--- src/logic/phev_pkg.sv ---
`default_nettype none
package phev_pkg;

  localparam int CLK_PERIOD_NS = 4;

  // Register indices on the management port
  localparam logic [4:0] LINK_CONFIG_SECOND_ADDR = 5'h13;
  localparam logic [4:0] SYMBOL_ERROR_TALLY_ADDR = 5'h14;
  localparam logic [4:0] EVENT_SOURCE_FLAGS_ADDR = 5'h15;

  // Field positions in link_config_second
  localparam int CFG_PHY_ADDR_LSB = 11;
  localparam int CFG_AVG_LSB = 9;
  localparam int CFG_WARN_LSB = 6;
  localparam int CFG_FAIL_LSB = 3;
  localparam int CFG_JUMBO_BIT = 2;
  localparam int CFG_TIMEOUT_LSB = 0;

  // Reset values of the writable fields, the symbol tally and the event flags
  localparam logic [1:0] CFG_AVG_RESET = 2'h1;
  localparam logic [2:0] CFG_WARN_RESET = 3'h1;
  localparam logic [2:0] CFG_FAIL_RESET = 3'h0;
  localparam logic CFG_JUMBO_RESET = 1'b1;
  localparam logic [1:0] CFG_TIMEOUT_RESET = 2'h1;
  localparam logic [15:0] TALLY_RESET = 16'h0000;
  localparam logic [15:0] FLAGS_RESET = 16'h0000;

  // Bit positions in event_source_flags
  localparam int EV_POWER_UP = 15;
  localparam int EV_WAKE = 14;
  localparam int EV_WAKE_REQ = 13;
  localparam int EV_LOW_POWER = 12;
  localparam int EV_INIT_ERR = 11;
  localparam int EV_LINK_FAIL = 10;
  localparam int EV_LINK_UP = 9;
  localparam int EV_SYMBOL = 8;
  localparam int EV_TRAINING = 7;
  localparam int EV_QUALITY = 6;
  localparam int EV_CONTROL = 5;
  localparam int EV_SUPPLY_LOW = 3;
  localparam int EV_SUPPLY_OK = 2;
  localparam int EV_OVERTEMP = 1;
  localparam int EV_SLEEP_ABORT = 0;

  // Flags present only on the first port
  localparam logic [15:0] FIRST_PORT_ONLY_MASK = 16'h800e;
  // Flags wiped by sleep and undervoltage state entries
  localparam logic [15:0] LINK_GROUP_MASK = 16'h0740;
  // Reserved bit reads as zero
  localparam logic [15:0] IMPLEMENTED_MASK = 16'hffef;

  // Nominal sleep request / acknowledge timeouts in ns
  localparam int SLEEP_REQ_TO0_NS = 400000;
  localparam int SLEEP_REQ_TO1_NS = 1000000;
  localparam int SLEEP_REQ_TO2_NS = 4000000;
  localparam int SLEEP_REQ_TO3_NS = 16000000;
  localparam int SLEEP_ACK_TO0_NS = 200000;
  localparam int SLEEP_ACK_TO1_NS = 500000;
  localparam int SLEEP_ACK_TO2_NS = 2000000;
  localparam int SLEEP_ACK_TO3_NS = 8000000;

endpackage : phev_pkg
`default_nettype wire

--- src/logic/phev_cnt_if.sv ---
`timescale 1ns/1ps
`default_nettype none
interface phev_cnt_if #(parameter int WIDTH = 16);
  logic symbol_fault_flag;
  logic in_packet;
  logic rd_clear;
  logic [WIDTH-1:0] count;
  modport counter (input symbol_fault_flag, input in_packet, input rd_clear, output count);
  modport owner (output symbol_fault_flag, output in_packet, output rd_clear, input count);
endinterface : phev_cnt_if
`default_nettype wire

--- src/logic/phev_sym_counter.sv ---
`timescale 1ns/1ps
`default_nettype none
module phev_sym_counter #(
  parameter int WIDTH = 16
) (
  input wire logic clk,
  input wire logic rst_n,
  phev_cnt_if.counter cnt
);

  logic counted_reg;
  logic bump;
  logic [WIDTH-1:0] count_reg;

  // Inside a packet only the first bad symbol counts; idle errors each count
  assign bump = cnt.symbol_fault_flag && !(cnt.in_packet && counted_reg);

  always_ff @(posedge clk or negedge rst_n)
  begin
    if (!rst_n)
      counted_reg <= 1'b0;
    else if (!cnt.in_packet)
      counted_reg <= 1'b0;
    else if (cnt.symbol_fault_flag)
      counted_reg <= 1'b1;
  end

  // A read returns the old count and restarts; an error in that cycle is kept
  always_ff @(posedge clk or negedge rst_n)
  begin
    if (!rst_n)
      count_reg <= phev_pkg::TALLY_RESET;
    else if (cnt.rd_clear)
      count_reg <= bump ? WIDTH'(1) : '0;
    else if (bump && count_reg != '1)
      count_reg <= count_reg + WIDTH'(1);
  end

  assign cnt.count = count_reg;

  a_count_saturates: assert property (@(posedge clk) disable iff (!rst_n)
    (count_reg == '1 && !cnt.rd_clear) |=> (count_reg == '1))
    else $error("symbol tally left all-ones without a read");

  a_once_per_packet: assert property (@(posedge clk) disable iff (!rst_n)
    (cnt.in_packet && counted_reg && !cnt.rd_clear) |=> $stable(count_reg))
    else $error("symbol tally moved twice in one packet");

  a_read_clears: assert property (@(posedge clk) disable iff (!rst_n)
    (cnt.rd_clear && !cnt.symbol_fault_flag) |=> (count_reg == '0))
    else $error("symbol tally not cleared by read");

endmodule : phev_sym_counter
`default_nettype wire

--- src/logic/phev_event_latch.sv ---
`timescale 1ns/1ps
`default_nettype none
module phev_event_latch #(
  parameter int WIDTH = 16
) (
  input wire logic clk,
  input wire logic rst_n,
  input wire logic [WIDTH-1:0] set,
  input wire logic [WIDTH-1:0] clr,
  output logic [WIDTH-1:0] flags
);

  // Set beats clear so an event landing on the clearing read is not lost
  always_ff @(posedge clk or negedge rst_n)
  begin
    if (!rst_n)
      flags <= phev_pkg::FLAGS_RESET;
    else
      flags <= (flags & ~clr) | set;
  end

  a_flag_holds: assert property (@(posedge clk) disable iff (!rst_n)
    1'b1 |=> ((flags & ~$past(flags) & ~$past(set)) == '0
      && ($past(flags) & ~flags & ~$past(clr)) == '0
      && (flags & $past(set)) == $past(set)))
    else $error("event flag changed without set or clear");

endmodule : phev_event_latch
`default_nettype wire

--- src/logic/phev_regs.sv ---
`timescale 1ns/1ps
`default_nettype none
// How it works
// - Fail-limit codes 010 to 111 pick classes B through G in order.
// - Fail-limit field is bits 5:3; 000 none (reset), 001 class A.
// - Bit 2 clear limits packets to 4 kB, set to 16 kB; resets set.
// - Bits 1:0 pick sleep request/ack timeouts 0.4/0.2 to 16/8 ms; reset 01.
// - Sixteen-bit read-only symbol tally counts invalid symbols, idle included; resets zero.
// - Tally advances at most once per received packet.
// - Tally saturates at all-ones instead of wrapping.
// - Reading the tally returns the count then clears it.
// - Disabling link control leaves the tally untouched.
// - Bits 15..12 latch on power-on, wake, wake request, low-power code.
// - Bit 11 latches on init error, bit 7 on training failure.
// - Bit 10 latches when link-up falls from good to failed.
// - Bit 9 latches when link-up rises from failed to good.
// - Bit 8 latches on any received symbol error.
// - Bit 6 latches when quality drops below warning limit with link up.
// - Bit 5 latches on a management control access error.
// - Bit 3 latches on undervoltage, bit 2 on undervoltage recovery.
// - Bit 1 latches on overtemperature; bit 4 reserved.
// - Bit 0 latches when sleep request times out back to normal.
// - Second port reads power-on, undervoltage, recovery and overtemp bits as zero.
// - Read clears wake bit; wake detection rearms only after a power transition.
// - Link, symbol and quality bits clear on sleep and undervoltage state entries.
// - Disabled enable bit masks the event pin while the flag still latches.
module phev_regs #(
  parameter bit SECOND_PORT = 1'b0,
  parameter int REQ_TO0_CYC = phev_pkg::SLEEP_REQ_TO0_NS / phev_pkg::CLK_PERIOD_NS,
  parameter int REQ_TO1_CYC = phev_pkg::SLEEP_REQ_TO1_NS / phev_pkg::CLK_PERIOD_NS,
  parameter int REQ_TO2_CYC = phev_pkg::SLEEP_REQ_TO2_NS / phev_pkg::CLK_PERIOD_NS,
  parameter int REQ_TO3_CYC = phev_pkg::SLEEP_REQ_TO3_NS / phev_pkg::CLK_PERIOD_NS,
  parameter int ACK_TO0_CYC = phev_pkg::SLEEP_ACK_TO0_NS / phev_pkg::CLK_PERIOD_NS,
  parameter int ACK_TO1_CYC = phev_pkg::SLEEP_ACK_TO1_NS / phev_pkg::CLK_PERIOD_NS,
  parameter int ACK_TO2_CYC = phev_pkg::SLEEP_ACK_TO2_NS / phev_pkg::CLK_PERIOD_NS,
  parameter int ACK_TO3_CYC = phev_pkg::SLEEP_ACK_TO3_NS / phev_pkg::CLK_PERIOD_NS
) (
  input wire logic clk,
  input wire logic reset_n,
  input wire logic [4:0] reg_addr,
  input wire logic reg_wr,
  input wire logic reg_rd,
  input wire logic [15:0] reg_wdata,
  output logic [15:0] reg_rdata,
  output logic reg_rvalid,
  input wire logic [4:0] phy_address,
  input wire logic power_up_seen,
  input wire logic wake_detected,
  input wire logic wake_request_seen,
  input wire logic low_power_code_seen,
  input wire logic init_error,
  input wire logic link_up,
  input wire logic rx_symbol_error,
  input wire logic rx_in_packet,
  input wire logic training_error,
  input wire logic [2:0] signal_quality_index,
  input wire logic control_error,
  input wire logic supply_low,
  input wire logic supply_restored,
  input wire logic overtemp,
  input wire logic sleep_abort,
  input wire logic power_transition_done,
  input wire logic link_events_wipe,
  input wire logic [15:0] event_enable,
  output logic event_n,
  output logic [2:0] quality_fail_threshold,
  output logic [6:0] fail_class_sel,
  output logic [6:0] warn_class_sel,
  output logic [1:0] quality_averaging,
  output logic jumbo_enable,
  output logic [22:0] sleep_request_timeout_cyc,
  output logic [22:0] sleep_ack_timeout_cyc
);

  logic rst_meta_reg;
  logic rst_n;
  logic [1:0] avg_reg;
  logic [2:0] warn_reg;
  logic [2:0] fail_reg;
  logic jumbo_reg;
  logic [1:0] timeout_reg;
  logic link_up_d_reg;
  logic wake_armed_reg;
  logic rd_cfg;
  logic rd_tally;
  logic rd_flags;
  logic quality_low;
  logic [15:0] ev_set;
  logic [15:0] ev_clr;
  logic [15:0] flags;
  logic [15:0] cfg_view;
  logic [15:0] flags_view;

  phev_cnt_if #(.WIDTH(16)) cnt_bus ();

  // Class letter A..G as one-hot; code 000 selects no limit
  function automatic logic [6:0] class_onehot(input logic [2:0] code);
    class_onehot = (code == 3'h0) ? 7'h00 : 7'(7'h01 << (code - 3'h1));
  endfunction : class_onehot

  function automatic logic [22:0] pick_timeout(input logic [1:0] sel,
      input int t0, input int t1, input int t2, input int t3);
    case (sel)
      2'h0: pick_timeout = 23'(t0);
      2'h1: pick_timeout = 23'(t1);
      2'h2: pick_timeout = 23'(t2);
      default: pick_timeout = 23'(t3);
    endcase
  endfunction : pick_timeout

  always_ff @(posedge clk or negedge reset_n)
  begin
    if (!reset_n)
    begin
      rst_meta_reg <= 1'b0;
      rst_n <= 1'b0;
    end
    else
    begin
      rst_meta_reg <= 1'b1;
      rst_n <= rst_meta_reg;
    end
  end

  assign rd_cfg = reg_rd && reg_addr == phev_pkg::LINK_CONFIG_SECOND_ADDR;
  assign rd_tally = reg_rd && reg_addr == phev_pkg::SYMBOL_ERROR_TALLY_ADDR;
  assign rd_flags = reg_rd && reg_addr == phev_pkg::EVENT_SOURCE_FLAGS_ADDR;

  // Only the configuration word accepts writes; the other two are read-only
  always_ff @(posedge clk or negedge rst_n)
  begin
    if (!rst_n)
    begin
      avg_reg <= phev_pkg::CFG_AVG_RESET;
      warn_reg <= phev_pkg::CFG_WARN_RESET;
      fail_reg <= phev_pkg::CFG_FAIL_RESET;
      jumbo_reg <= phev_pkg::CFG_JUMBO_RESET;
      timeout_reg <= phev_pkg::CFG_TIMEOUT_RESET;
    end
    else if (reg_wr && reg_addr == phev_pkg::LINK_CONFIG_SECOND_ADDR)
    begin
      avg_reg <= reg_wdata[phev_pkg::CFG_AVG_LSB +: 2];
      warn_reg <= reg_wdata[phev_pkg::CFG_WARN_LSB +: 3];
      fail_reg <= reg_wdata[phev_pkg::CFG_FAIL_LSB +: 3];
      jumbo_reg <= reg_wdata[phev_pkg::CFG_JUMBO_BIT];
      timeout_reg <= reg_wdata[phev_pkg::CFG_TIMEOUT_LSB +: 2];
    end
  end

  always_ff @(posedge clk or negedge rst_n)
  begin
    if (!rst_n)
    begin
      quality_fail_threshold <= phev_pkg::CFG_FAIL_RESET;
      fail_class_sel <= 7'h00;
      warn_class_sel <= 7'h00;
      quality_averaging <= phev_pkg::CFG_AVG_RESET;
      jumbo_enable <= phev_pkg::CFG_JUMBO_RESET;
      sleep_request_timeout_cyc <= 23'h000000;
      sleep_ack_timeout_cyc <= 23'h000000;
    end
    else
    begin
      quality_fail_threshold <= fail_reg;
      fail_class_sel <= class_onehot(fail_reg);
      warn_class_sel <= class_onehot(warn_reg);
      quality_averaging <= avg_reg;
      jumbo_enable <= jumbo_reg;
      sleep_request_timeout_cyc <= pick_timeout(timeout_reg, REQ_TO0_CYC, REQ_TO1_CYC,
        REQ_TO2_CYC, REQ_TO3_CYC);
      sleep_ack_timeout_cyc <= pick_timeout(timeout_reg, ACK_TO0_CYC, ACK_TO1_CYC,
        ACK_TO2_CYC, ACK_TO3_CYC);
    end
  end

  // No link-control input reaches the tally, so disabling the link keeps it
  assign cnt_bus.symbol_fault_flag = rx_symbol_error;
  assign cnt_bus.in_packet = rx_in_packet;
  assign cnt_bus.rd_clear = rd_tally;

  phev_sym_counter #(.WIDTH(16)) u_tally (
    .clk(clk),
    .rst_n(rst_n),
    .cnt(cnt_bus.counter)
  );

  always_ff @(posedge clk or negedge rst_n)
  begin
    if (!rst_n)
      link_up_d_reg <= 1'b0;
    else
      link_up_d_reg <= link_up;
  end

  // Wake detection stays off after a read that returns the wake flag until the power state has moved
  always_ff @(posedge clk or negedge rst_n)
  begin
    if (!rst_n)
      wake_armed_reg <= 1'b1;
    else if (power_transition_done)
      wake_armed_reg <= 1'b1;
    else if (rd_flags && flags[phev_pkg::EV_WAKE])
      wake_armed_reg <= 1'b0;
  end

  assign quality_low = warn_reg != 3'h0 && signal_quality_index < warn_reg;

  always_comb
  begin
    ev_set = 16'h0000;
    ev_set[phev_pkg::EV_POWER_UP] = power_up_seen;
    ev_set[phev_pkg::EV_WAKE] = wake_detected && wake_armed_reg;
    ev_set[phev_pkg::EV_WAKE_REQ] = wake_request_seen;
    ev_set[phev_pkg::EV_LOW_POWER] = low_power_code_seen;
    ev_set[phev_pkg::EV_INIT_ERR] = init_error;
    ev_set[phev_pkg::EV_LINK_FAIL] = link_up_d_reg && !link_up;
    ev_set[phev_pkg::EV_LINK_UP] = !link_up_d_reg && link_up;
    ev_set[phev_pkg::EV_SYMBOL] = rx_symbol_error;
    ev_set[phev_pkg::EV_TRAINING] = training_error;
    ev_set[phev_pkg::EV_QUALITY] = quality_low && link_up;
    ev_set[phev_pkg::EV_CONTROL] = control_error;
    ev_set[phev_pkg::EV_SUPPLY_LOW] = supply_low;
    ev_set[phev_pkg::EV_SUPPLY_OK] = supply_restored;
    ev_set[phev_pkg::EV_OVERTEMP] = overtemp;
    ev_set[phev_pkg::EV_SLEEP_ABORT] = sleep_abort;
    ev_set = ev_set & phev_pkg::IMPLEMENTED_MASK;
    if (SECOND_PORT)
      ev_set = ev_set & ~phev_pkg::FIRST_PORT_ONLY_MASK;
  end

  assign ev_clr = (rd_flags ? 16'hffff : 16'h0000)
    | (link_events_wipe ? phev_pkg::LINK_GROUP_MASK : 16'h0000);

  phev_event_latch #(.WIDTH(16)) u_flags (
    .clk(clk),
    .rst_n(rst_n),
    .set(ev_set),
    .clr(ev_clr),
    .flags(flags)
  );

  // Flags latch regardless of enables; only the pin is masked
  always_ff @(posedge clk or negedge rst_n)
  begin
    if (!rst_n)
      event_n <= 1'b1;
    else
      event_n <= ~|(flags & event_enable);
  end

  assign cfg_view = {phy_address, avg_reg, warn_reg, fail_reg, jumbo_reg, timeout_reg};
  assign flags_view = flags;

  always_ff @(posedge clk or negedge rst_n)
  begin
    if (!rst_n)
    begin
      reg_rdata <= 16'h0000;
      reg_rvalid <= 1'b0;
    end
    else
    begin
      reg_rvalid <= reg_rd;
      if (rd_cfg)
        reg_rdata <= cfg_view;
      else if (rd_tally)
        reg_rdata <= cnt_bus.count;
      else if (rd_flags)
        reg_rdata <= flags_view;
      else if (reg_rd)
        reg_rdata <= 16'h0000;
    end
  end

  a_second_port_zero: assert property (@(posedge clk) disable iff (!rst_n)
    SECOND_PORT |-> ((flags & phev_pkg::FIRST_PORT_ONLY_MASK) == 16'h0000))
    else $error("first-port-only flag set on second port");

  a_event_pin_mask: assert property (@(posedge clk) disable iff (!rst_n)
    ((flags & event_enable) == 16'h0000) |=> event_n)
    else $error("event pin asserted for masked source");

  a_link_fail_edge: assert property (@(posedge clk) disable iff (!rst_n)
    (link_up_d_reg && !link_up) |=> flags[phev_pkg::EV_LINK_FAIL])
    else $error("link fail flag missed a falling link");

  a_wake_rearm: assert property (@(posedge clk) disable iff (!rst_n)
    (!wake_armed_reg && !power_transition_done) |=> !$rose(flags[phev_pkg::EV_WAKE]))
    else $error("wake flag set while detection disarmed");

  a_write_ignored: assert property (@(posedge clk) disable iff (!rst_n)
    (reg_wr && reg_addr == phev_pkg::EVENT_SOURCE_FLAGS_ADDR && ev_set == 16'h0000
      && ev_clr == 16'h0000) |=> $stable(flags))
    else $error("write altered event flags");

  a_read_returns: assert property (@(posedge clk) disable iff (!rst_n)
    rd_flags |=> (reg_rvalid && reg_rdata == $past(flags)))
    else $error("event read did not return latched flags");

  a_wipe_group: assert property (@(posedge clk) disable iff (!rst_n)
    (link_events_wipe && (ev_set & phev_pkg::LINK_GROUP_MASK) == 16'h0000)
      |=> ((flags & phev_pkg::LINK_GROUP_MASK) == 16'h0000))
    else $error("link group flags survived state entry");

endmodule : phev_regs
`default_nettype wire

--- config.mk ---
export PLATFORM = sky130hd
export DESIGN_NAME = phev_regs
export DESIGN_NICKNAME = d
export VERILOG_FILES = /design/src/logic/phev_pkg.sv /design/src/logic/phev_cnt_if.sv /design/src/logic/phev_sym_counter.sv /design/src/logic/phev_event_latch.sv /design/src/logic/phev_regs.sv
export SDC_FILE = /design/constraint.sdc
export NUM_CORES = 1
export LEC_CHECK = 0
export BUFFER_PORTS_ARGS = -buffer_cell sky130_fd_sc_hd__buf_4
export CAP_MARGIN = 20
export CORE_ASPECT_RATIO = 1.75
export CORE_UTILIZATION = 35
export DETAILED_ROUTE_END_ITERATION = 8
export PLACE_DENSITY = 0.69
export SKIP_CTS_REPAIR_TIMING = 1
export SLEW_MARGIN = 10
export SYNTH_ARGS = -nofsm -noshare
export SYNTH_HDL_FRONTEND = slang
export SYNTH_SLANG_ARGS = --single-unit
--- constraint.sdc ---
create_clock -name clk -period 3.4 [get_ports clk]
set_clock_uncertainty 0.05 [all_clocks]
set_input_delay 0.68 -clock clk [delete_from_list [all_inputs] [get_ports clk]]
set_output_delay 0.68 -clock clk [all_outputs]
set_load 0.005 [all_outputs]
# == Word-level counts from Yosys, hierarchy flattened ==
# Index checks and enable logic that the tools add are counted.
# totals
reg_bits,132
inputBits,65
elab_cells,82
# classes
add_sub_neg,3
n_lt_le_gt_ge,1
n_eq_ne,7
shifts,2
muxes,17
bitwise_logic,5
n_reduce_logical,25
# ops
op,n
$mux 16,7
$pmux 22 s3,1
$pmux 21 s3,1
$and 16x16->16,2
$add 16x1->16 const B,1
$ne 16x16->1 const B,1
$not 16->16,1
$or 16x11->16,1
$or 16x16->16,1
$reduce_or 16->1,1
$eq 5x5->1 const B,3
$mux 7,2
$shl 1x3->7 const A,2
$logic_and 1x1->1,13
$mux 11,1
$logic_not 3->1,2
$sub 3x1->3 const B,2
$mux 1,5
$logic_not 1->1,4
$reduce_bool 2->1,2
$reduce_bool 4->1,1
$lt 3x3->1,1
$reduce_bool 3->1,1
$eq 2x1->1 const B,1
3 further kinds,3

# == Longest topological paths before layout ==
# depth
depth_word,7
ltp_mapped,7

# == By module ==
# A second synthesis with hierarchy kept.
# hier_totals
hier_cells,393
hier_area_um2,4456.8
# modules_own_cells
module,n_inst,cells_per_inst,area_each_um2
phev_regs,1,243,2925.3
phev_sym_counter,1,102,950.9
phev_event_latch,1,48,580.6

# == Worst setup path after synthesis ==
# No wires, ideal clock.
# synth_path
kind,input port to flip-flop
start,input reg_rd
end,register reg_rdata[11]
setup_ns,0.137
arrival_ns,1.874
required_ns,3.213
slack_ns,1.339
cell_stages,7
n_path_buf,3
cell_sequence,buf_2 > and4bb_4 > and3_1 > buf_2 > buf_6 > a222oi_1 > a21oi_1
# synth_between
elab_chain_cells,4
# synth_lines
item,line_no,rtl
"start, declared",phev_regs.sv:42,"input wire logic reg_rd,"
$logic_and 1x1->1,phev_regs.sv:127,assign rd_flags = reg_rd && reg_addr == phev_pkg::EVENT_SOURCE_FLAGS_ADDR;
$mux 16,phev_regs.sv:268,else if (rd_flags)
$mux 16,phev_regs.sv:266,else if (rd_tally)
$mux 16,phev_regs.sv:264,if (rd_cfg)
"end signal, assigned",phev_regs.sv:265,reg_rdata <= cfg_view;
"end signal, assigned",phev_regs.sv:267,reg_rdata <= cnt_bus.count;
"end signal, assigned",phev_regs.sv:269,reg_rdata <= flags_view;
"end, declared",phev_regs.sv:44,"output logic [15:0] reg_rdata,"
# Parallel ways exist; a longest one is shown, timed or not.
# A chain may end at the register's enable or synchronous reset.

# == Final worst setup path ==
# layout_path
start,register u_tally.count_reg[3] (netlist: u_tally.cnt.count[3])
end,register u_tally.count_reg[7] (netlist: u_tally.cnt.count[7])
# layout_between
elab_chain_cells,3
# layout_lines
item,line_no,rtl
"start, declared",phev_sym_counter.sv:13,logic [WIDTH-1:0] count_reg;
"start signal, assigned",phev_sym_counter.sv:32,count_reg <= phev_pkg::TALLY_RESET;
"start signal, assigned",phev_sym_counter.sv:34,count_reg <= bump ? WIDTH'(1) : '0;
"start signal, assigned",phev_sym_counter.sv:36,count_reg <= count_reg + WIDTH'(1);
$add 16x1->16 / $ne 16x16->1 (equally long branches),"phev_sym_counter.sv:36, phev_sym_counter.sv:35",
$mux 16 / $logic_and 1x1->1 (equally long branches),phev_sym_counter.sv:35,else if (bump && count_reg != '1)
$mux 16 / $reduce_bool 2->1 (equally long branches),--,
# Parallel ways exist; a longest one is shown, timed or not. The select of a mux whose other input is x is not followed.

==> results.cfg <==
[cells_and_area]
final_util_pct = 46.0
diodes = 0
fin_area_um2 = 5520
fin_cells = 646
drive_gt1_share_pct = 38.3
fillCellCount = 1081
area_growth_pct = 28.5
fin_nets = 552

[detailed_routing]
postRouteAntennaNets = 0
first_pass_iters = 5
num_vias = 3356
wl_um = 10800
drt_iter0_drc = 176
wire_per_inst_um = 16.8
vias_per_cell = 5.20
drc_errors = 0

[run]
maxCapViolCount = 0

[floorplanning]
coreArea_um2 = 12000
rows = 53
fp.dieArea_um2 = 12700
die_h_um = 149
die_width_um = 85.7
start_util_pct = 35.8
io_pins = 149

[synth]
ys.flop_type = dfrtp_1
syn_area_um2 = 4300
synth_seq_cells = 95
ys_types = 53
synth_cells = 370
ys_warn_count = 0
syn_avg_cell_area_um2 = 11.6
synth_async_sr_flop_share_pct = 100
seq_area_frac_synth_pct = 55.6
synth_edf_count = 0

[worst_hold_path]
hold_path.class = in2async

[critical_path]
endpoint_kind = flop
critical_path_class = reg2reg
worst-path-max-fanout = 11
crit_path_cell_trace = nand4_2 -> nor4_2 -> buf_4 -> o311ai_0 -> o41ai_1
max_stage_delay_ps = 770
critPathLaunchType = flop
required_ps = 3580
r2r_slack_ps = 1210
worstPathArrival_ps = 2370
crit_slowest_cell = nor4_2

[timing]
finalSetupViolCount = 0
hold_viol = 0
tns_ps = 0
min_period_ps = 2190
maxSlewViolCount = 0
rsz0062_at_grt = no
slew_headroom_pct = 34.5
post-route-period-util_pct = 64.4
fmaxAchievable_mhz = 457
worst_pin_slew_ps = 982

[grt]
grt_pass1_wl_um = 16800
grt_pass1_vias = 3374
antenna_found_initial = 0
grt_overflow_total = 0
gr-usage-all-layers_pct = 17.5
grt_max_degree = 76

[cts]
clk_latency_ps = 340
cts.sinks = 95
clk_transition_reported_paths_ps = 60
root_buffer = clkbuf_16
cts_buffer_depth = 2
numCtsBuffers = 9
htree_levels = 3
cts_tree = done

[pwr]
vdd.ir_drop.worst_mv = 0.248
finalPower_mw = 3.01
power.static_leakage_nw = 2.54
powerDensity_nw_per_um2 = 546

[outcome]
status = finished, final reports clean

[placed_design]
port_buffers = 131
gp_congestion = 0.848
hpwlAfterDp_um = 8110
dp_cells = 630
dpl_cell_area_um2 = 5220
worst max-delay path: cells and delay by family (launching register included):
family                 cells  cell delay [ps]
DFF                        1              490
buffers and inverters      1              300
and+or+nand+nor            2              980
AOI/OAI and AO/OA          2              250
final timing paths:
kind / startpoint / to / depth (start not counted)
max in group asynchronous: rst_n / u_tally.cnt.count[15] / 1
setup reg to reg: u_tally.cnt.count[3] / u_tally.cnt.count[7] / 5
min in group clk: rst_meta_reg / rst_n / 0
hold reg to reg: rst_meta_reg / rst_n / 0
hold / removal: reset_n / rst_n / 1
setup / recovery: u_tally.cnt.count[3] / u_tally.cnt.count[7] / 5
cell type report:
cell class              count  area [um^2]  share of cell area [%]
multi-input cells         222         1540                    28.0
flip-flops and latches     95         2390                    43.3
well taps                 165          206                    3.74
repair buffers            139         1040                    18.9
clock buffers              11          243                    4.40
clock inverters             5         57.6                    1.04
inverters                   9         33.8                   0.612
cells by family (layout without fill, tap and decap cells):
family	Yosys count	count (layout)	share of synthesized area [%]
other	2	14	0.175
adder cells (fa/ha/maj)	11	11	3.20
flip-flops	95	95	55.6
buffers and inverters	65	164	9.55
AO/OA/AOI/OAI	96	96	17.0
AND/OR/NAND/NOR	90	90	11.7
multiplexers	11	11	2.88
cell usage after synthesis (2+ instances only):
cell / number / area, um^2
and4_1: 2 / 17.5
a21o_1: 12 / 90.1
buf_6: 2 / 22.5
a21boi_0: 2 / 15.0
and3b_1: 2 / 17.5
nor2_1: 29 / 109
o21ai_0: 5 / 25.0
o21a_1: 3 / 22.5
buf_4: 38 / 285
o31a_1: 4 / 35.0
o311ai_0: 5 / 43.8
buf_2: 7 / 35.0
a31o_2: 2 / 17.5
o211ai_1: 2 / 15.0
nand3_1: 8 / 40.0
a221oi_1: 3 / 26.3
a21oi_1: 20 / 100
clkbuf_1: 9 / 33.8
dfstp_2: 8 / 210
o41ai_1: 4 / 35.0
ha_1: 11 / 138
inv_1: 9 / 33.8
a222oi_1: 13 / 130
mux2_2: 11 / 124
a22o_1: 5 / 43.8
a22oi_1: 6 / 45.0
nand2_1: 13 / 48.8
nor4_1: 3 / 18.8
or4_1: 4 / 30.0
and3_1: 3 / 18.8
and2_1: 4 / 25.0
dfrtp_1: 87 / 2180
a211oi_1: 2 / 15.0
conb_1: 2 / 7.51
a31oi_1: 2 / 12.5
nor3b_1: 5 / 37.5
nand4_1: 5 / 31.3
o31ai_1: 3 / 22.5
metrics by stage:
| step | setup WS (ps) | hold WS [ps] |
|---|---|---|
| finish | 1210 | 51.1 |
| global route | 1030 | 38.6 |
| CTS | 1190 | 39.9 |
| detailed placement | 1080 | 286 |
| global placement | 1110 | 290 |
| floorplan | 522 | 281 |
cell usage in the layout (no fill, tap or decap), types with 6 or more instances in the layout:
cell type  count
dfrtp_1       86
conb_1        14
nand2_1       13
ha_1          11
inv_1          9
mux2_2        11
buf_4        139
clkbuf_16      9
a21oi_1       20
a21o_1        12
a222oi_1      13
nand3_1        8
a22oi_1        6
dfstp_2        8
nor2_1        29
where the power goes:
group	total (mW)	internal, mW	leakage [nW]	switching (mW)
clock	1.01	0.589	0.138	0.421
combinational	0.558	0.332	1.24	0.226
sequential	1.44	1.29	1.16	0.158
total	3.01	2.21	2.54	0.805
layer usage:
| layer | GRT usage, % | vias up | wire length [um] |
|---|---|---|---|
| li1 | - | 1530 | - |
| met5 | 0 | - | 0 |
| met1 | 17.8 | 1665 | 3870 |
| met3 | 3.50 | 26 | 539 |
| met2 | 32.1 | 135 | 6040 |
| met4 | 10.7 | 0 | 396 |
Power figures use the tool's default switching activity.
